[src/pkg/axr_consts.svh]
// Constants for the auxiliary result register bank
`ifndef AXR_CONSTS_SVH
`define AXR_CONSTS_SVH
`define AXR_NUM_CH 5
`define AXR_CODE_W 14
`define AXR_RES_W 16
`define AXR_CODE_LSB 2
`define AXR_IDX_CH1 8'h5A
`define AXR_IDX_CH2 8'h5B
`define AXR_IDX_CH3 8'h5C
`define AXR_IDX_CH4 8'h5D
`define AXR_IDX_CH5 8'h5E
`define AXR_IDX_CTRL 8'h70
`define AXR_IDX_STAT 8'h71
`define AXR_RES_RST 16'h0000
`define AXR_WORD_ZERO 32'h0000_0000
`define AXR_HTRANS_NONSEQ 2'h2
`define AXR_HTRANS_SEQ 2'h3
`define AXR_HSIZE_WORD 3'h2
`endif

[src/pkg/axr_pkg.sv]
// Types for the auxiliary result register bank
package axr_pkg;
   typedef struct packed {
      logic valid;
      logic [2:0] chan;
      logic [13:0] code;
   } axr_meas_t;
   typedef struct packed {
      logic [31:0] haddr;
      logic [1:0] htrans;
      logic hwrite;
      logic [2:0] hsize;
      logic hsel;
      logic [31:0] hwdata;
      logic hready;
   } axr_ahb_req_t;
   typedef struct packed {
      logic [31:0] hrdata;
      logic hreadyout;
      logic hresp;
   } axr_ahb_rsp_t;
   typedef enum logic {AXR_IDLE, AXR_DATA} axr_phase_t;
endpackage

[src/hdl/axr_aux_result_bank.sv]
// Auxiliary result register bank with an AHB-Lite register slave
`timescale 1ns/1ps
`include "axr_consts.svh"

// Functional notes
// - each result shows its 14-bit code in bits 15 to 2.
// - channel not configured as auxiliary input reads all zero.
// - scan skipping a configured but disabled channel keeps old result.
// - results are read-only and updated when an enabled measurement of a configured channel completes.
// - code scaled to supply or reference; reference mode shown in status.
module axr_aux_result_bank
   import axr_pkg::*;
(
   input wire logic core_clk,
   input wire logic nrst,
   input wire logic clkEn,
   input wire axr_meas_t measIn,
   input wire logic [4:0] sidePortConfig,
   input wire logic [4:0] sideMeasureEnable,
   input wire logic refAbsolute,
   input wire axr_ahb_req_t ahbReq,
   output axr_ahb_rsp_t ahbRsp
);
   //------------------------------------------------------------
   // Result storage
   //------------------------------------------------------------
   logic [`AXR_CODE_W-1:0] code_q [`AXR_NUM_CH];
   logic [`AXR_CODE_W-1:0] code_d [`AXR_NUM_CH];
   logic [`AXR_NUM_CH-1:0] fresh_q;
   logic [`AXR_NUM_CH-1:0] fresh_d;
   logic [`AXR_NUM_CH-1:0] hit;
   logic clrFresh;

   genvar gi;
   generate
      for (gi = 0; gi < `AXR_NUM_CH; gi++) begin : g_ch
         // Only an enabled measurement of a configured port lands
         assign hit[gi] = measIn.valid && (measIn.chan == 3'(gi + 1))
                          && sidePortConfig[gi] && sideMeasureEnable[gi];
         always_comb begin
            code_d[gi] = hit[gi] ? measIn.code : code_q[gi];
            fresh_d[gi] = hit[gi] | (fresh_q[gi] & ~clrFresh);
         end
         always_ff @(posedge core_clk or negedge nrst) begin
            if (!nrst) begin
               code_q[gi] <= `AXR_CODE_W'(`AXR_RES_RST);
               fresh_q[gi] <= 1'b0;
            end else if (clkEn) begin
               code_q[gi] <= code_d[gi];
               fresh_q[gi] <= fresh_d[gi];
            end
         end
      end
   endgenerate

   //------------------------------------------------------------
   // Control register
   //------------------------------------------------------------
   logic autoClr_q;
   logic autoClr_d;

   //------------------------------------------------------------
   // AHB-Lite slave
   //------------------------------------------------------------
   axr_phase_t phase_q;
   axr_phase_t phase_d;
   logic [7:0] idx_q;
   logic [7:0] idx_d;
   logic wr_q;
   logic wr_d;
   logic [31:0] rdata_q;
   logic [31:0] rdata_d;
   logic addrPhase;
   logic [7:0] aIdx;
   logic [15:0] resWord;
   logic [2:0] selCh;
   logic selHit;

   assign addrPhase = ahbReq.hsel && ahbReq.hready
                      && (ahbReq.htrans == `AXR_HTRANS_NONSEQ
                          || ahbReq.htrans == `AXR_HTRANS_SEQ);
   assign aIdx = ahbReq.haddr[9:2];

   always_comb begin
      selHit = 1'b1;
      selCh = 3'h0;
      case (aIdx)
         `AXR_IDX_CH1: selCh = 3'h0;
         `AXR_IDX_CH2: selCh = 3'h1;
         `AXR_IDX_CH3: selCh = 3'h2;
         `AXR_IDX_CH4: selCh = 3'h3;
         `AXR_IDX_CH5: selCh = 3'h4;
         default: selHit = 1'b0;
      endcase
      // Unconfigured ports read zero; code left-justified, low bits zero
      if (selHit && sidePortConfig[selCh]) begin
         resWord = {code_q[selCh], 2'b00};
      end else begin
         resWord = `AXR_RES_RST;
      end
   end

   always_comb begin
      phase_d = phase_q;
      idx_d = idx_q;
      wr_d = wr_q;
      rdata_d = rdata_q;
      autoClr_d = autoClr_q;
      clrFresh = 1'b0;
      if (phase_q == AXR_DATA && wr_q && idx_q == `AXR_IDX_CTRL) begin
         autoClr_d = ahbReq.hwdata[0];
      end
      case (phase_q)
         AXR_IDLE: ;
         AXR_DATA: phase_d = AXR_IDLE;
         default: phase_d = AXR_IDLE;
      endcase
      if (addrPhase) begin
         phase_d = AXR_DATA;
         idx_d = aIdx;
         wr_d = ahbReq.hwrite;
         rdata_d = `AXR_WORD_ZERO;
         if (!ahbReq.hwrite) begin
            if (selHit) begin
               rdata_d = {16'h0000, resWord};
            end else if (aIdx == `AXR_IDX_CTRL) begin
               rdata_d = {31'h0000_0000, autoClr_q};
            end else if (aIdx == `AXR_IDX_STAT) begin
               // Fresh flags and reference mode
               rdata_d = {26'h000_0000, refAbsolute, fresh_q};
               clrFresh = autoClr_q;
            end
         end
      end
   end

   // Writes to result registers fall through with no effect
   always_ff @(posedge core_clk or negedge nrst) begin
      if (!nrst) begin
         phase_q <= AXR_IDLE;
         idx_q <= 8'h00;
         wr_q <= 1'b0;
         rdata_q <= `AXR_WORD_ZERO;
         autoClr_q <= 1'b0;
      end else if (clkEn) begin
         phase_q <= phase_d;
         idx_q <= idx_d;
         wr_q <= wr_d;
         rdata_q <= rdata_d;
         autoClr_q <= autoClr_d;
      end
   end

   assign ahbRsp.hrdata = rdata_q;
   assign ahbRsp.hreadyout = 1'b1;
   assign ahbRsp.hresp = 1'b0;

   //------------------------------------------------------------
   // Checks
   //------------------------------------------------------------
   chk_result_update: assert property (@(posedge core_clk) disable iff (!nrst)
      clkEn && hit[0] |=> code_q[0] == $past(measIn.code))
      else $error("channel one result not updated");
   chk_skip_hold: assert property (@(posedge core_clk) disable iff (!nrst)
      clkEn && !hit[1] |=> $stable(code_q[1]))
      else $error("channel two result changed without enabled measurement");
   chk_unconfig_zero: assert property (@(posedge core_clk) disable iff (!nrst)
      clkEn && addrPhase && !ahbReq.hwrite && aIdx == `AXR_IDX_CH3 && !sidePortConfig[2]
      |=> rdata_q == `AXR_WORD_ZERO)
      else $error("unconfigured channel read not zero");
   chk_left_just: assert property (@(posedge core_clk) disable iff (!nrst)
      clkEn && addrPhase && !ahbReq.hwrite && aIdx == `AXR_IDX_CH1 && sidePortConfig[0]
      |=> rdata_q[15:2] == $past(code_q[0]) && rdata_q[1:0] == 2'b00)
      else $error("result not left justified");
   chk_write_ignored: assert property (@(posedge core_clk) disable iff (!nrst)
      clkEn && phase_q == AXR_DATA && wr_q && !hit[3] |=> $stable(code_q[3]))
      else $error("write altered a result");
   chk_ref_status: assert property (@(posedge core_clk) disable iff (!nrst)
      clkEn && addrPhase && !ahbReq.hwrite && aIdx == `AXR_IDX_STAT
      |=> rdata_q[5] == $past(refAbsolute))
      else $error("reference mode not reported");
   chk_unmapped_zero: assert property (@(posedge core_clk) disable iff (!nrst)
      clkEn && addrPhase && !ahbReq.hwrite && !selHit && aIdx != `AXR_IDX_CTRL
      && aIdx != `AXR_IDX_STAT |=> rdata_q == `AXR_WORD_ZERO)
      else $error("unmapped read not zero");
   chk_fresh_set: assert property (@(posedge core_clk) disable iff (!nrst)
      clkEn && hit[4] |=> fresh_q[4])
      else $error("fresh flag lost");
   cov_update: cover property (@(posedge core_clk) disable iff (!nrst) hit[0]);
   cov_skip: cover property (@(posedge core_clk) disable iff (!nrst)
      measIn.valid && sidePortConfig[1] && !sideMeasureEnable[1] && measIn.chan == 3'h2);
   cov_read: cover property (@(posedge core_clk) disable iff (!nrst)
      addrPhase && !ahbReq.hwrite && selHit);
endmodule // axr_aux_result_bank

[config.mk]
export PLATFORM = sky130hd
export DESIGN_NAME = axr_aux_result_bank
export DESIGN_NICKNAME = d
export VERILOG_FILES = /design/src/pkg/axr_pkg.sv /design/src/hdl/axr_aux_result_bank.sv
export VERILOG_INCLUDE_DIRS = /design/src /design/src/pkg
export SDC_FILE = /design/constraint.sdc
export NUM_CORES = 1
export LEC_CHECK = 0
export BUFFER_PORTS_ARGS = -buffer_cell sky130_fd_sc_hd__buf_2
export CORE_MARGIN = 3
export CORE_UTILIZATION = 40
export CTS_BUF_LIST = sky130_fd_sc_hd__clkbuf_2 sky130_fd_sc_hd__clkbuf_4 sky130_fd_sc_hd__clkbuf_8
export CTS_CLUSTER_DIAMETER = 150
export CTS_CLUSTER_SIZE = 16
export DETAILED_ROUTE_END_ITERATION = 16
export SETUP_SLACK_MARGIN = 0.05
export SLEW_MARGIN = 0
export SYNTH_ARGS = -nofsm -noshare
export SYNTH_HDL_FRONTEND = slang
export SYNTH_SLANG_ARGS = --single-unit
export TNS_END_PERCENT = 100
[constraint.sdc]
create_clock -name core_clk -period 3.1 [get_ports core_clk]
set_input_delay 0.62 -clock core_clk [delete_from_list [all_inputs] [get_ports core_clk]]
set_output_delay 0.62 -clock core_clk [all_outputs]
set_load 0.01 [all_outputs]
# Yosys cells after proc, flatten, opt, wreduce, memory -nomap -nowiden
# Cells that the tools add are included.
# totals
register_bits,118
inputBits,104
out_inout_bits,34
# classes
bitwise_logic,12
eq_ne,15
n_lt_le_gt_ge,2
n_reduce_logical,29
muxes,18
# op_table
operator,count
"8-bit by 7-bit equality test with 1-bit output, second input constant",8
16-bit 2-to-1 mux,3
14-bit binary-select mux with 3-bit select,1
14-bit 2-to-1 mux,2
1-bit logical AND,20
2-bit AND reduction,7
6-bit 2-to-1 mux,2
3-bit case mux with 4 select lines,1
1-bit 2-to-1 mux,8
"3-bit by 2-bit equality test with 1-bit output, second input constant",2
"3-bit equality test, second input constant",2
1-bit AND,5
1-bit OR,5
5-bit OR reduction,1
"2-bit equality test, second input constant",2
"4-bit greater-or-equal comparator, second input constant",1
"3-bit by 4-bit less-than comparator with 1-bit output, second input constant",1
3-bit NOT with 4-bit output,1
1-bit binary-select mux with 3-bit select,1
"3-bit by 1-bit equality test with 1-bit output, second input constant",1
1-bit logical OR,1
1-bit NOT,1

# Depth between registers and ports, before layout
# Gate-level depths: netlist of run 1.
# logic_depth
word_depth,9
depth_mapped,7

# Worst setup path after synthesis of run 1
# OpenSTA, ideal clock, no wires.
# synth_path
path_type,input to register
from,input measIn[15] (netlist bit)
to,register code_q[19] (netlist bit)
setup_slack_ps,1104
path_buffers,1
path_stages,4
required_ps,2975
arrival_time_ps,1871
setup_time_ps,125
path_cell_list,nand2b_1 > nor4_2 > buf_2 > mux2_2
# synth_via
elab_chain_cells,5
# synth_lines
item,line_no,text
start: declaration,axr_aux_result_bank.sv:17,"input wire axr_meas_t measIn,"
3-bit equality test,axr_aux_result_bank.sv:38,assign hit[gi] = measIn.valid && (measIn.chan == 3'(gi + 1))
1-bit logical AND,axr_aux_result_bank.sv:38,
1-bit logical AND (2 in series),axr_aux_result_bank.sv:39,&& sidePortConfig[gi] && sideMeasureEnable[gi];
2-bit AND reduction (no line),-,
end signal: indexed assignment,axr_aux_result_bank.sv:46,code_q[gi] <= `AXR_CODE_W'(`AXR_RES_RST);
end signal: indexed assignment,axr_aux_result_bank.sv:49,code_q[gi] <= code_d[gi];
end: declaration,axr_aux_result_bank.sv:27,logic [`AXR_CODE_W-1:0] code_q [`AXR_NUM_CH];
# Every way passes these cells.
# A chain may end at the register's enable or synchronous reset.

# Worst setup path after layout of run 1
# layout_path
from,input ahbReq[42] (netlist bit)
to,register rdata_q[13]
# layout_via
elab_chain_cells,9
elab_cells_between_ends,18
# layout_lines
item,line_no,text
start: declaration,axr_aux_result_bank.sv:21,"input wire axr_ahb_req_t ahbReq,"
8-bit by 7-bit equality test with 1-bit output,axr_aux_result_bank.sv:87,case (aIdx)
3-bit case mux with 4 select lines,axr_aux_result_bank.sv:87,
3-bit NOT with 4-bit output (not written as such),axr_aux_result_bank.sv:97,"resWord = {code_q[selCh], 2'b00};"
14-bit binary-select mux with 3-bit select,axr_aux_result_bank.sv:97,
14-bit 2-to-1 mux (not written as such) (2 in series),axr_aux_result_bank.sv:97,
16-bit 2-to-1 mux,axr_aux_result_bank.sv:96,if (selHit && sidePortConfig[selCh]) begin
16-bit 2-to-1 mux *,axr_aux_result_bank.sv:124,if (selHit) begin
16-bit 2-to-1 mux *,axr_aux_result_bank.sv:123,if (!ahbReq.hwrite) begin
end signal: assignment,axr_aux_result_bank.sv:143,rdata_q <= `AXR_WORD_ZERO;
end signal: assignment,axr_aux_result_bank.sv:149,rdata_q <= rdata_d;
end: declaration,axr_aux_result_bank.sv:71,logic [31:0] rdata_q;
# Every way passes the cells marked *; elsewhere a longest branch is shown, timed or not. The select of a mux whose other input is x is not followed.

==> metrics.txt, run 1 <==
Sequential Power Share 55.9%; post-synth top area cell dfrtp_1; Seq cells post-synth 102; Die ar. between 0.01 and 0.015 mm^2; first-pass GRT wire length about 19 mm; pins over their slew limit 0; Leak Pwr between 0.002 and 0.003 uW; row count 39; Clock Latency Late Sink 380 ps; DRT Pass-1 Iters 4; most common flop cell mapped by yosys dfrtp_1; unique cell type count in the Yosys netlist 45; Max transition margin between 40 and 50%; Peak VDD IR about 0.00019 V; Psw between 700 and 800 uW; Tmin final between 2000 and 2500 ps; initial antenna violation count 0; Warnings, synthesis 0; CTS root buf clkbuf_8; GR Overflow Total 0; RSZ-0062 raised after global routing no; setup violators final 0; Die W roughly 120 um; clk sinks 102; Post-Syn Area per Cell ~11 um^2; crit path capture rdata_q[13]; pre-CTS WS approximately 650 ps; Initial Util a little over two fifths; Req. time, crit path 3370 ps; final worst-path cycle share 66.46%; Worst Hold Class input pin to asynchronous set/reset pin; overall routing resource usage approximately 18%; number of CTS-inserted buffers 9; Worst Path Class, Setup input pin to flop; core area 0.01161 mm^2; Fmax achieved 0.4854 GHz; worst r2r src idx_q[1]; layout cells sized above 1 around a third; sw frac between 20% and 30%; number of synthesized flops with an enable pin 0; crit path max fanout 22; Nets ~590; CTS max path bufs 2; Die Span Y 116.0 um; largest net degree at the start of global routing 67; PortBufs 60; CP arrival about 2300 ps; Finished Cell Area 0.005482 mm^2; Final Hold Fails 0; routed vias approximately 3.5k; clock tree from TritonCTS yes; type of origin of the critical path input pin; Slew @ Worst Pin roughly 850 ps; CTS resizes 0; routed vias/inst about 5.5; setup TNS 0 ps; Pint a little over 2000 uW; Clock power frac between 30% and 40%; reg-to-reg setup timing slack 1260 ps; wire per inst 18.34 um; Synth area leaders dfrtp_1, mux2_2, nand2_1; I/O Pins ~140; status finished clean; detailed placement HPWL about 8 mm; final worst-path setup slack ~1000 ps; FF-to-FF End autoClr_q; post-synth design cell area ~0.0048 mm^2; H-tree depth 3; vias in the first global route approximately 3.5k; buffer count from post-CTS setup fixing 0; Min Hold Slack roughly 340 ps; post-layout util 47.20%; crit path from ahbReq[42]; placer congestion estimate 0.7917; final antenna diode count 0; DRT iter0 DRCs ~200; area delta synth->final 13.29%; Routed WL about 12 mm; dpl cell area approximately 0.0053 mm^2; Combinational Power Share between 10% and 20%; max_cap viols 0; Critical Path End Type flop; Post-Syn Instances 421; DRC errors left 0; sequential fraction of the synthesis area between 50% and 60%; Fill cells 1083; worst r2r path cells 3; CTS clk-pin slew, worst paths 100 ps; share of Yosys cell area claimed by the top area cell type 52.75%; pwr/cell area roughly 510 mW/mm^2; FFs w/ async S/R, synth 100.0%; Post-DRT Antenna Nets 0; Clock Skew 5.525 ps; CTS Hold Bufs 0
[cells in the mapped netlist (2+ instances only)]
library cell	number
nor4_2	2
buf_4	19
nor2b_1	4
nor2_1	24
nand2_1	41
nand4_1	2
a21oi_1	13
mux2i_1	2
o21ai_0	16
inv_1	6
a211oi_1	4
a32oi_1	4
a21o_1	4
nor3_1	3
nand4b_1	3
mux2_1	9
nand3_1	2
and3_1	3
clkbuf_1	7
and4b_1	2
dfrtp_1	102
and2_1	3
nand3b_1	2
a2111oi_0	3
conb_1	2
a221oi_1	4
nand4bb_1	3
o31ai_1	9
nand2b_1	10
nor3_2	2
mux2_2	69
buf_2	11
o22ai_1	19
[power groups by stage]
stage	logic (uW)	registers (uW)	clock network, uW
2_1_floorplan	261	1570	0
3_3_place_gp	354	1590	0
3_5_place_dp	366	1600	0
4_1_cts	367	1570	896
5_1_grt	408	1590	958
6_report	365	1570	877
[critical path, cell delays in order]
cell       delay, ps
buf_2            360
mux2_2           420
o221ai_1         270
nand4bb_1        320
buf_4            240
o21ai_0          100
[stage by stage]
step,instances,power [uW]
finish,632,2812
global route,632,2958
CTS,632,2834
detailed placement,616,1963
global placement,616,1942
floorplan,437,1831
[registers in the layout, indices dropped and copies added, names as in the netlist]
name	flops
code_q	70
rdata_q	16
fresh_q	5
wr_q	1
phase_q	1
idx_q	8
autoClr_q	1
[logic make-up (layout without fill, tap and decap cells)]
| family | after synthesis | count (layout) | synth area share (%) |
|---|---|---|---|
| AND/OR/NAND/NOR | 111 | 111 | 12.23 |
| buffers and inverters | 44 | 96 | 5.172 |
| AO/OA/AOI/OAI | 82 | 82 | 11.12 |
| other | 2 | 18 | 0.1552 |
| multiplexers | 80 | 80 | 18.57 |
| flip-flops | 102 | 102 | 52.75 |
[cell type report]
cell class | count | area (um^2) | area share [%]
Clock buffer | 10 | 137.6 | 2.511
Tap cell | 143 | 178.9 | 3.264
Clock inverter | 6 | 68.82 | 1.255
Multi-Input combinational cell | 291 | 2113 | 38.55
Sequential cell | 102 | 2552 | 46.56
Inverter | 6 | 22.52 | 0.4109
Timing Repair Buffer | 74 | 407.9 | 7.441
[worst min-delay path by stage]
stage                     from         end  slack, ps  cells after the start
finish                    nrst   code_q[8]        340                      1
global route              nrst   code_q[8]        380                      1
CTS                       nrst   code_q[8]        360                      1
detailed placement  fresh_q[1]  fresh_q[1]        470                      1
global placement    rdata_q[9]  rdata_q[9]        460                      2
floorplan                 nrst   autoClr_q        320                      0
[per-layer routing]
metal | share of wire (%) | vias to the layer above | global-route usage (%)
met2 | 46 | 87 | 28.65
met1 | 48 | 1744 | 25.91
met3 | 4.7 | 13 | 4.386
li1 | - | 1615 | -
met4 | 1.3 | 0 | 4.872
met5 | 0 | - | 0
[cell usage in the layout, fill, tap and decap left out, types with 4 or more instances in the layout]
cell type,n
nor2_1,24
a21oi_1,13
o31ai_1,9
buf_4,15
buf_2,59
nand2_1,41
a32oi_1,4
o22ai_1,19
nor2b_1,4
mux2_2,69
inv_1,6
mux2_1,9
a21o_1,4
a211oi_1,4
clkbuf_8,10
conb_1,18
nand2b_1,10
o21ai_0,16
dfrtp_1,102
a221oi_1,4
(Power assumes the default switching activity.)
==> run 2: changes to the inputs <==
PLACE_DENSITY = 0.67   (was default)
clock period = 1.74 ns   (was 3.1 ns; I/O delays follow)
==> metrics.txt, run 2 (synthesis results as in run 1) <==
CTS max path bufs 2 (unchanged); DRC errors left 0 (unchanged); largest net degree at the start of global routing 41 (was 67); Worst Path Class, Setup flop to flop (was input pin to flop); initial antenna violation count 0 (unchanged); pwr/cell area 842.6 mW/mm^2 (was 513.0 mW/mm^2); Post-DRT Antenna Nets 0 (unchanged); DRT Pass-1 Iters 4 (unchanged); row count 39 (unchanged); core area 0.01161 mm^2 (unchanged); pre-CTS WS -198.9 ps (was 648.9 ps); Die ar. 0.01345 mm^2 (unchanged); clk sinks 102 (unchanged); CP arrival 1890 ps (was 2330 ps); crit path max fanout 2 (was 22); I/O Pins 138 (unchanged); final antenna diode count 0 (unchanged); Clock Latency Late Sink 360 ps (was 380 ps); pins over their slew limit 0 (unchanged); number of CTS-inserted buffers 9 (unchanged); max_cap viols 0 (unchanged); Worst Hold Class input pin to flop (was input pin to asynchronous set/reset pin); Fmax achieved ~0.6 GHz; routed vias 3675 (was 3459); Max transition margin 64.87% (was 43.03%); PortBufs 60 (unchanged); vias in the first global route 3565 (was 3501); Clock Skew 6.474 ps (was 5.525 ps); power consumption 4949 uW (was 2812 uW); DRT iter0 DRCs 198 (was 202); placer congestion estimate 0.8633 (was 0.7917); most frequent cells in the layout dfrtp_1, mux2_2, buf_2, buf_4, nand2_1 (was dfrtp_1, mux2_2, buf_2, nand2_1, nor2_1); layout cells sized above 1 38.75% (was 33.74%); WHS Path Cells 2; Die W 116.0 um (unchanged); overall routing resource usage 17.98% (was 18.38%); setup violators final 0 (unchanged); final worst-path setup slack 100.8 ps (was 1040 ps); max reg flops 70 (unchanged); critical path's largest stage delay 560 ps (was 420 ps); Tmin final between 1500 and 2000 ps; Critical Path End Type flop (unchanged); CTS clk-pin slew, worst paths 90 ps (was 100 ps); routed vias/inst 5.469 (was 5.473); CTS root buf clkbuf_8 (unchanged); Peak VDD IR 0.0003588 V (was 0.0001900 V); Routed WL 11.83 mm (was 11.59 mm); Top Registers code_q (70), rdata_q (16), idx_q (8) (unchanged); slowest cell on the critical path or4b_4 (was mux2_2); setup TNS 0 ps (unchanged); Req. time, crit path 1990 ps (was 3370 ps); most common cell after layout, fill and taps aside dfrtp_1 (unchanged); Nets 628 (was 588); status finished clean (unchanged); worst r2r path cells 3 (unchanged); GR Overflow Total 0 (unchanged); Slew @ Worst Pin 513.6 ps (was 854.5 ps); Leak Pwr 0.002867 uW (was 0.002654 uW); dpl cell area 0.005662 mm^2 (was 0.005275 mm^2); H-tree depth 3 (unchanged); RSZ-0062 raised after global routing no (unchanged); detailed placement HPWL 8.558 mm (was 8.016 mm); Fill cells 1035 (was 1083); type of origin of the critical path flop (was input pin); Top reg by flops code_q (unchanged); Die Span Y 116.0 um (unchanged); clock tree from TritonCTS yes (unchanged); area delta synth->final 21.39% (was 13.29%); critical path, cell by cell or4b_4 > nor4_4 > mux2_2 (was buf_2 > mux2_2 > o221ai_1 > nand4bb_1 > buf_4 > o21ai_0); first-pass GRT wire length 18.52 mm (was 18.78 mm); final worst-path cycle share roughly 94%; buffer count from post-CTS setup fixing 0 (unchanged); Initial Util 41.66% (unchanged); Final Hold Fails 0 (unchanged); Min Hold Slack 217.5 ps (was 337.8 ps); Finished Cell Area 0.005873 mm^2 (was 0.005482 mm^2); wire per inst 17.60 um (was 18.34 um)
[run 2: area by class of cell]
class | instances | area (um^2) | share of cell area (%)
Clock buffer | 12 | 158.9 | 2.706
Clock inverter | 4 | 30.03 | 0.5113
Inverter | 6 | 22.52 | 0.3835
Multi-Input combinational cell | 291 | 2132 | 36.30
Sequential cell | 102 | 2552 | 43.46
Tap cell | 143 | 178.9 | 3.046
Timing Repair Buffer | 114 | 798.3 | 13.59
[run 2: final timing paths]
| path | to | slack [ps] | startpoint |
|---|---|---|---|
| worst max-delay path | autoClr_q | 100 | idx_q[1] |
| worst min-delay path | autoClr_q | 220 | ahbReq[1] |
| worst max register to register | autoClr_q | 100 | idx_q[1] |
| worst min register to register | rdata_q[7] | 480 | rdata_q[7] |
| max in group asynchronous | code_q[0] | 710 | nrst |
| min in group asynchronous | code_q[64] | 450 | nrst |
[run 2: metal layers]
metal / track usage (%) / share of wire, % / vias to the layer above
met3: 3.081 / 4.4 / 15
met5: 0 / 0 / -
li1: - / - / 1700
met1: 24.74 / 46 / 1846
met4: 6.497 / 1.8 / 0
met2: 28.77 / 48 / 114
[run 2: where the power goes]
part	internal, uW	switching [uW]
sequential	2650	152
combinational	384	340
clock	620	800
total	3660	1290
[run 2: per-stage QoR]
step	util (%)	std cells
finish	50.57	672
global route	50.57	672
CTS	50.50	672
detailed placement	48.75	655
global placement	48.75	655
floorplan	-	437
[run 2: worst max-delay path: cells and delay by family, from the launching register on]
kind	cells	cell delay, ps
DFF	1	400
muxes	1	350
and+or+nand+nor	2	780
[run 2: timing repair]
action | CTS | global route
hold endpoints to repair | 30 | 0
cloned | 0 | 0
gates resized for setup | 1 | 1
hold buffers | 1 | 0
setup endpoints to repair | 1 | 1
pin swaps | 1 | 0
==> run 3: changes to the inputs <==
CTS_CLUSTER_SIZE = default   (was 16)
PLACE_DENSITY = default   (was 0.67)
clock period = 1.7 ns   (was 1.74 ns; I/O delays follow)
==> metrics.txt, run 3 (synthesis results as in run 1) <==
status finished clean (unchanged); met1 wire length 5.478 mm (was 5.409 mm); sw frac 25.62% (was 26.09%); Pint 3852 uW (was 3658 uW); Combinational Power Share 14.2% (was 14.6%); final worst-path setup slack 139.9 ps (was 100.8 ps); final worst-path cycle share 91.77% (was 94.21%); layout cells sized above 1 39.66% (was 38.75%); CTS root buf clkbuf_8 (unchanged); Clock power frac 30.3% (was 28.7%); H-tree depth 3 (unchanged); Routed WL 12.04 mm (was 11.83 mm); Worst Path Class, Setup flop to flop (unchanged); Clock Skew 16.56 ps (was 6.474 ps); largest net degree at the start of global routing 43 (was 41); pre-CTS WS -245.2 ps (was -198.9 ps); worst r2r path cells 3 (unchanged); crit path capture autoClr_q (unchanged); core area 0.01161 mm^2 (unchanged); Initial Util 41.66% (unchanged); final antenna diode count 0 (unchanged); I/O Pins 138 (unchanged); placer congestion estimate 0.8081 (was 0.8633); vias in the first global route 3747 (was 3565); worst r2r src idx_q[1] (unchanged); DRT Pass-1 Iters 5 (was 4); slowest cell on the critical path or4b_4 (unchanged); Fill cells 1051 (was 1035); area delta synth->final 22.19% (was 21.39%); Die Span Y 116.0 um (unchanged); crit path from idx_q[1] (unchanged); Psw 1327 uW (was 1291 uW); Die ar. 0.01345 mm^2 (unchanged); Critical Path End Type flop (unchanged); Nets 631 (was 628); Clock Latency Late Sink 370 ps (was 360 ps); PortBufs 60 (unchanged); most common cell after layout, fill and taps aside dfrtp_1 (unchanged); initial antenna violation count 0 (unchanged); pins over their slew limit 0 (unchanged); clock tree from TritonCTS yes (unchanged); max_cap viols 0 (unchanged); CTS clk-pin slew, worst paths 90 ps (about the same); Post-DRT Antenna Nets 0 (unchanged); routed length on met3 549 um (was 525 um); first-pass GRT wire length 19.36 mm (was 18.52 mm); reg-to-reg setup timing slack 140 ps (was 100 ps); row count 39 (unchanged); type of origin of the critical path flop (unchanged); setup violators final 0 (unchanged); Min Hold Slack 206.5 ps (was 217.5 ps); overall routing resource usage 18.93% (was 17.98%); Peak VDD IR 0.0003937 V (was 0.0003588 V); most frequent cells in the layout dfrtp_1, mux2_2, buf_2, buf_4, nand2_1 (unchanged); Top reg by flops code_q (unchanged); routed vias 3574 (was 3675); clk sinks 102 (unchanged); non-filler instance count after layout 675 (was 672); Top Metal Used met4 (unchanged); FF-to-FF End autoClr_q (unchanged); routed vias/inst 5.295 (was 5.469); DRC errors left 0 (unchanged); Leak Pwr 0.002883 uW (was 0.002867 uW); CP arrival 1820 ps (was 1890 ps); Fmax achieved 0.6410 GHz (was 0.6100 GHz); pwr/cell area 875.9 mW/mm^2 (was 842.6 mW/mm^2); critical path's largest stage delay 550 ps (was 560 ps); Tmin final 1560 ps (was 1639 ps); CTS max path bufs 2 (unchanged); Final Hold Fails 0 (unchanged); detailed placement HPWL 8.773 mm (was 8.558 mm); Die W 116.0 um (unchanged); number of CTS-inserted buffers 9 (unchanged); Worst Hold Class input pin to flop (unchanged); met2 wire len 5.903 mm (was 5.682 mm); Sequential Power Share 55.5% (was 56.7%); max reg flops 70 (unchanged); critical path, cell by cell or4b_4 > nor4_2 > mux2_2 (was or4b_4 > nor4_4 > mux2_2); crit path max fanout 2 (unchanged); Req. time, crit path 1960 ps (was 1990 ps); Top Registers code_q (70), rdata_q (16), idx_q (8) (unchanged); GR Overflow Total 0 (unchanged); Cells after DPL 658 (was 655); wire per inst 17.84 um (was 17.60 um); RSZ-0062 raised after global routing no (unchanged); post-layout util 50.91% (was 50.57%); DRT iter0 DRCs 153 (was 198)
## run 3: stage by stage
| stage | total power, uW | area [um^2] | TNS, ps |
|---|---|---|---|
| 2_1_floorplan | 3342 | 4912 | -289.9 |
| 3_3_place_gp | 3616 | 5689 | -4100 |
| 3_5_place_dp | 3658 | 5689 | -4697 |
| 4_1_cts | 5227 | 5904 | 0 |
| 5_1_grt | 5450 | 5912 | 0 |
| 6_report | 5178 | 5912 | 0 |
## run 3: area by class of cell
class,count,area (um^2),area share (%)
Sequential cell,102,2552,43.17
Multi-Input combinational cell,291,2136,36.13
Clock buffer,12,146.4,2.476
Clock inverter,4,55.05,0.9312
Tap cell,143,178.9,3.026
Inverter,6,22.52,0.3810
Timing Repair Buffer,117,820.8,13.88
## run 3: critical path, delay by kind of cell (launching register included)
kind             cells  cell delay (ps)
and+or+nand+nor      2              720
DFF                  1              390
muxes                1              360
## run 3: worst min-delay path by stage
stage / endpoint / from / depth (start not counted)
after floorplan: autoClr_q / nrst / 0
after CTS: autoClr_q / ahbReq[1] / 2
after detailed placement: rdata_q[10] / nrst / 1
after global placement: rdata_q[10] / nrst / 1
after global routing: autoClr_q / ahbReq[1] / 2
final: autoClr_q / ahbReq[1] / 2
## run 3: what timing repair did
item                                    4_1_cts  5_1_grt
hold buffers                                  1        0
pin swaps                                     1        0
endpoints found under the setup margin        1        3
hold endpoints to repair                     29        0
gates resized for setup                       1        2
buffers inserted                              0        0
## run 3: metal layers
layer | track usage [%] | vias to the layer above
met5 | 0 | -
met4 | 6.032 | 0
met3 | 3.760 | 7
met2 | 30.19 | 87
met1 | 26.16 | 1776
li1 | - | 1704
## run 3: power by group through the flow
stage / clock (uW) / sequential (uW) / combinational (uW)
after global routing: 1710 / 2910 / 831
final: 1570 / 2870 / 738
after detailed placement: 0 / 2920 / 739
after global placement: 0 / 2900 / 712
after CTS: 1610 / 2870 / 746
after floorplan: 0 / 2860 / 478
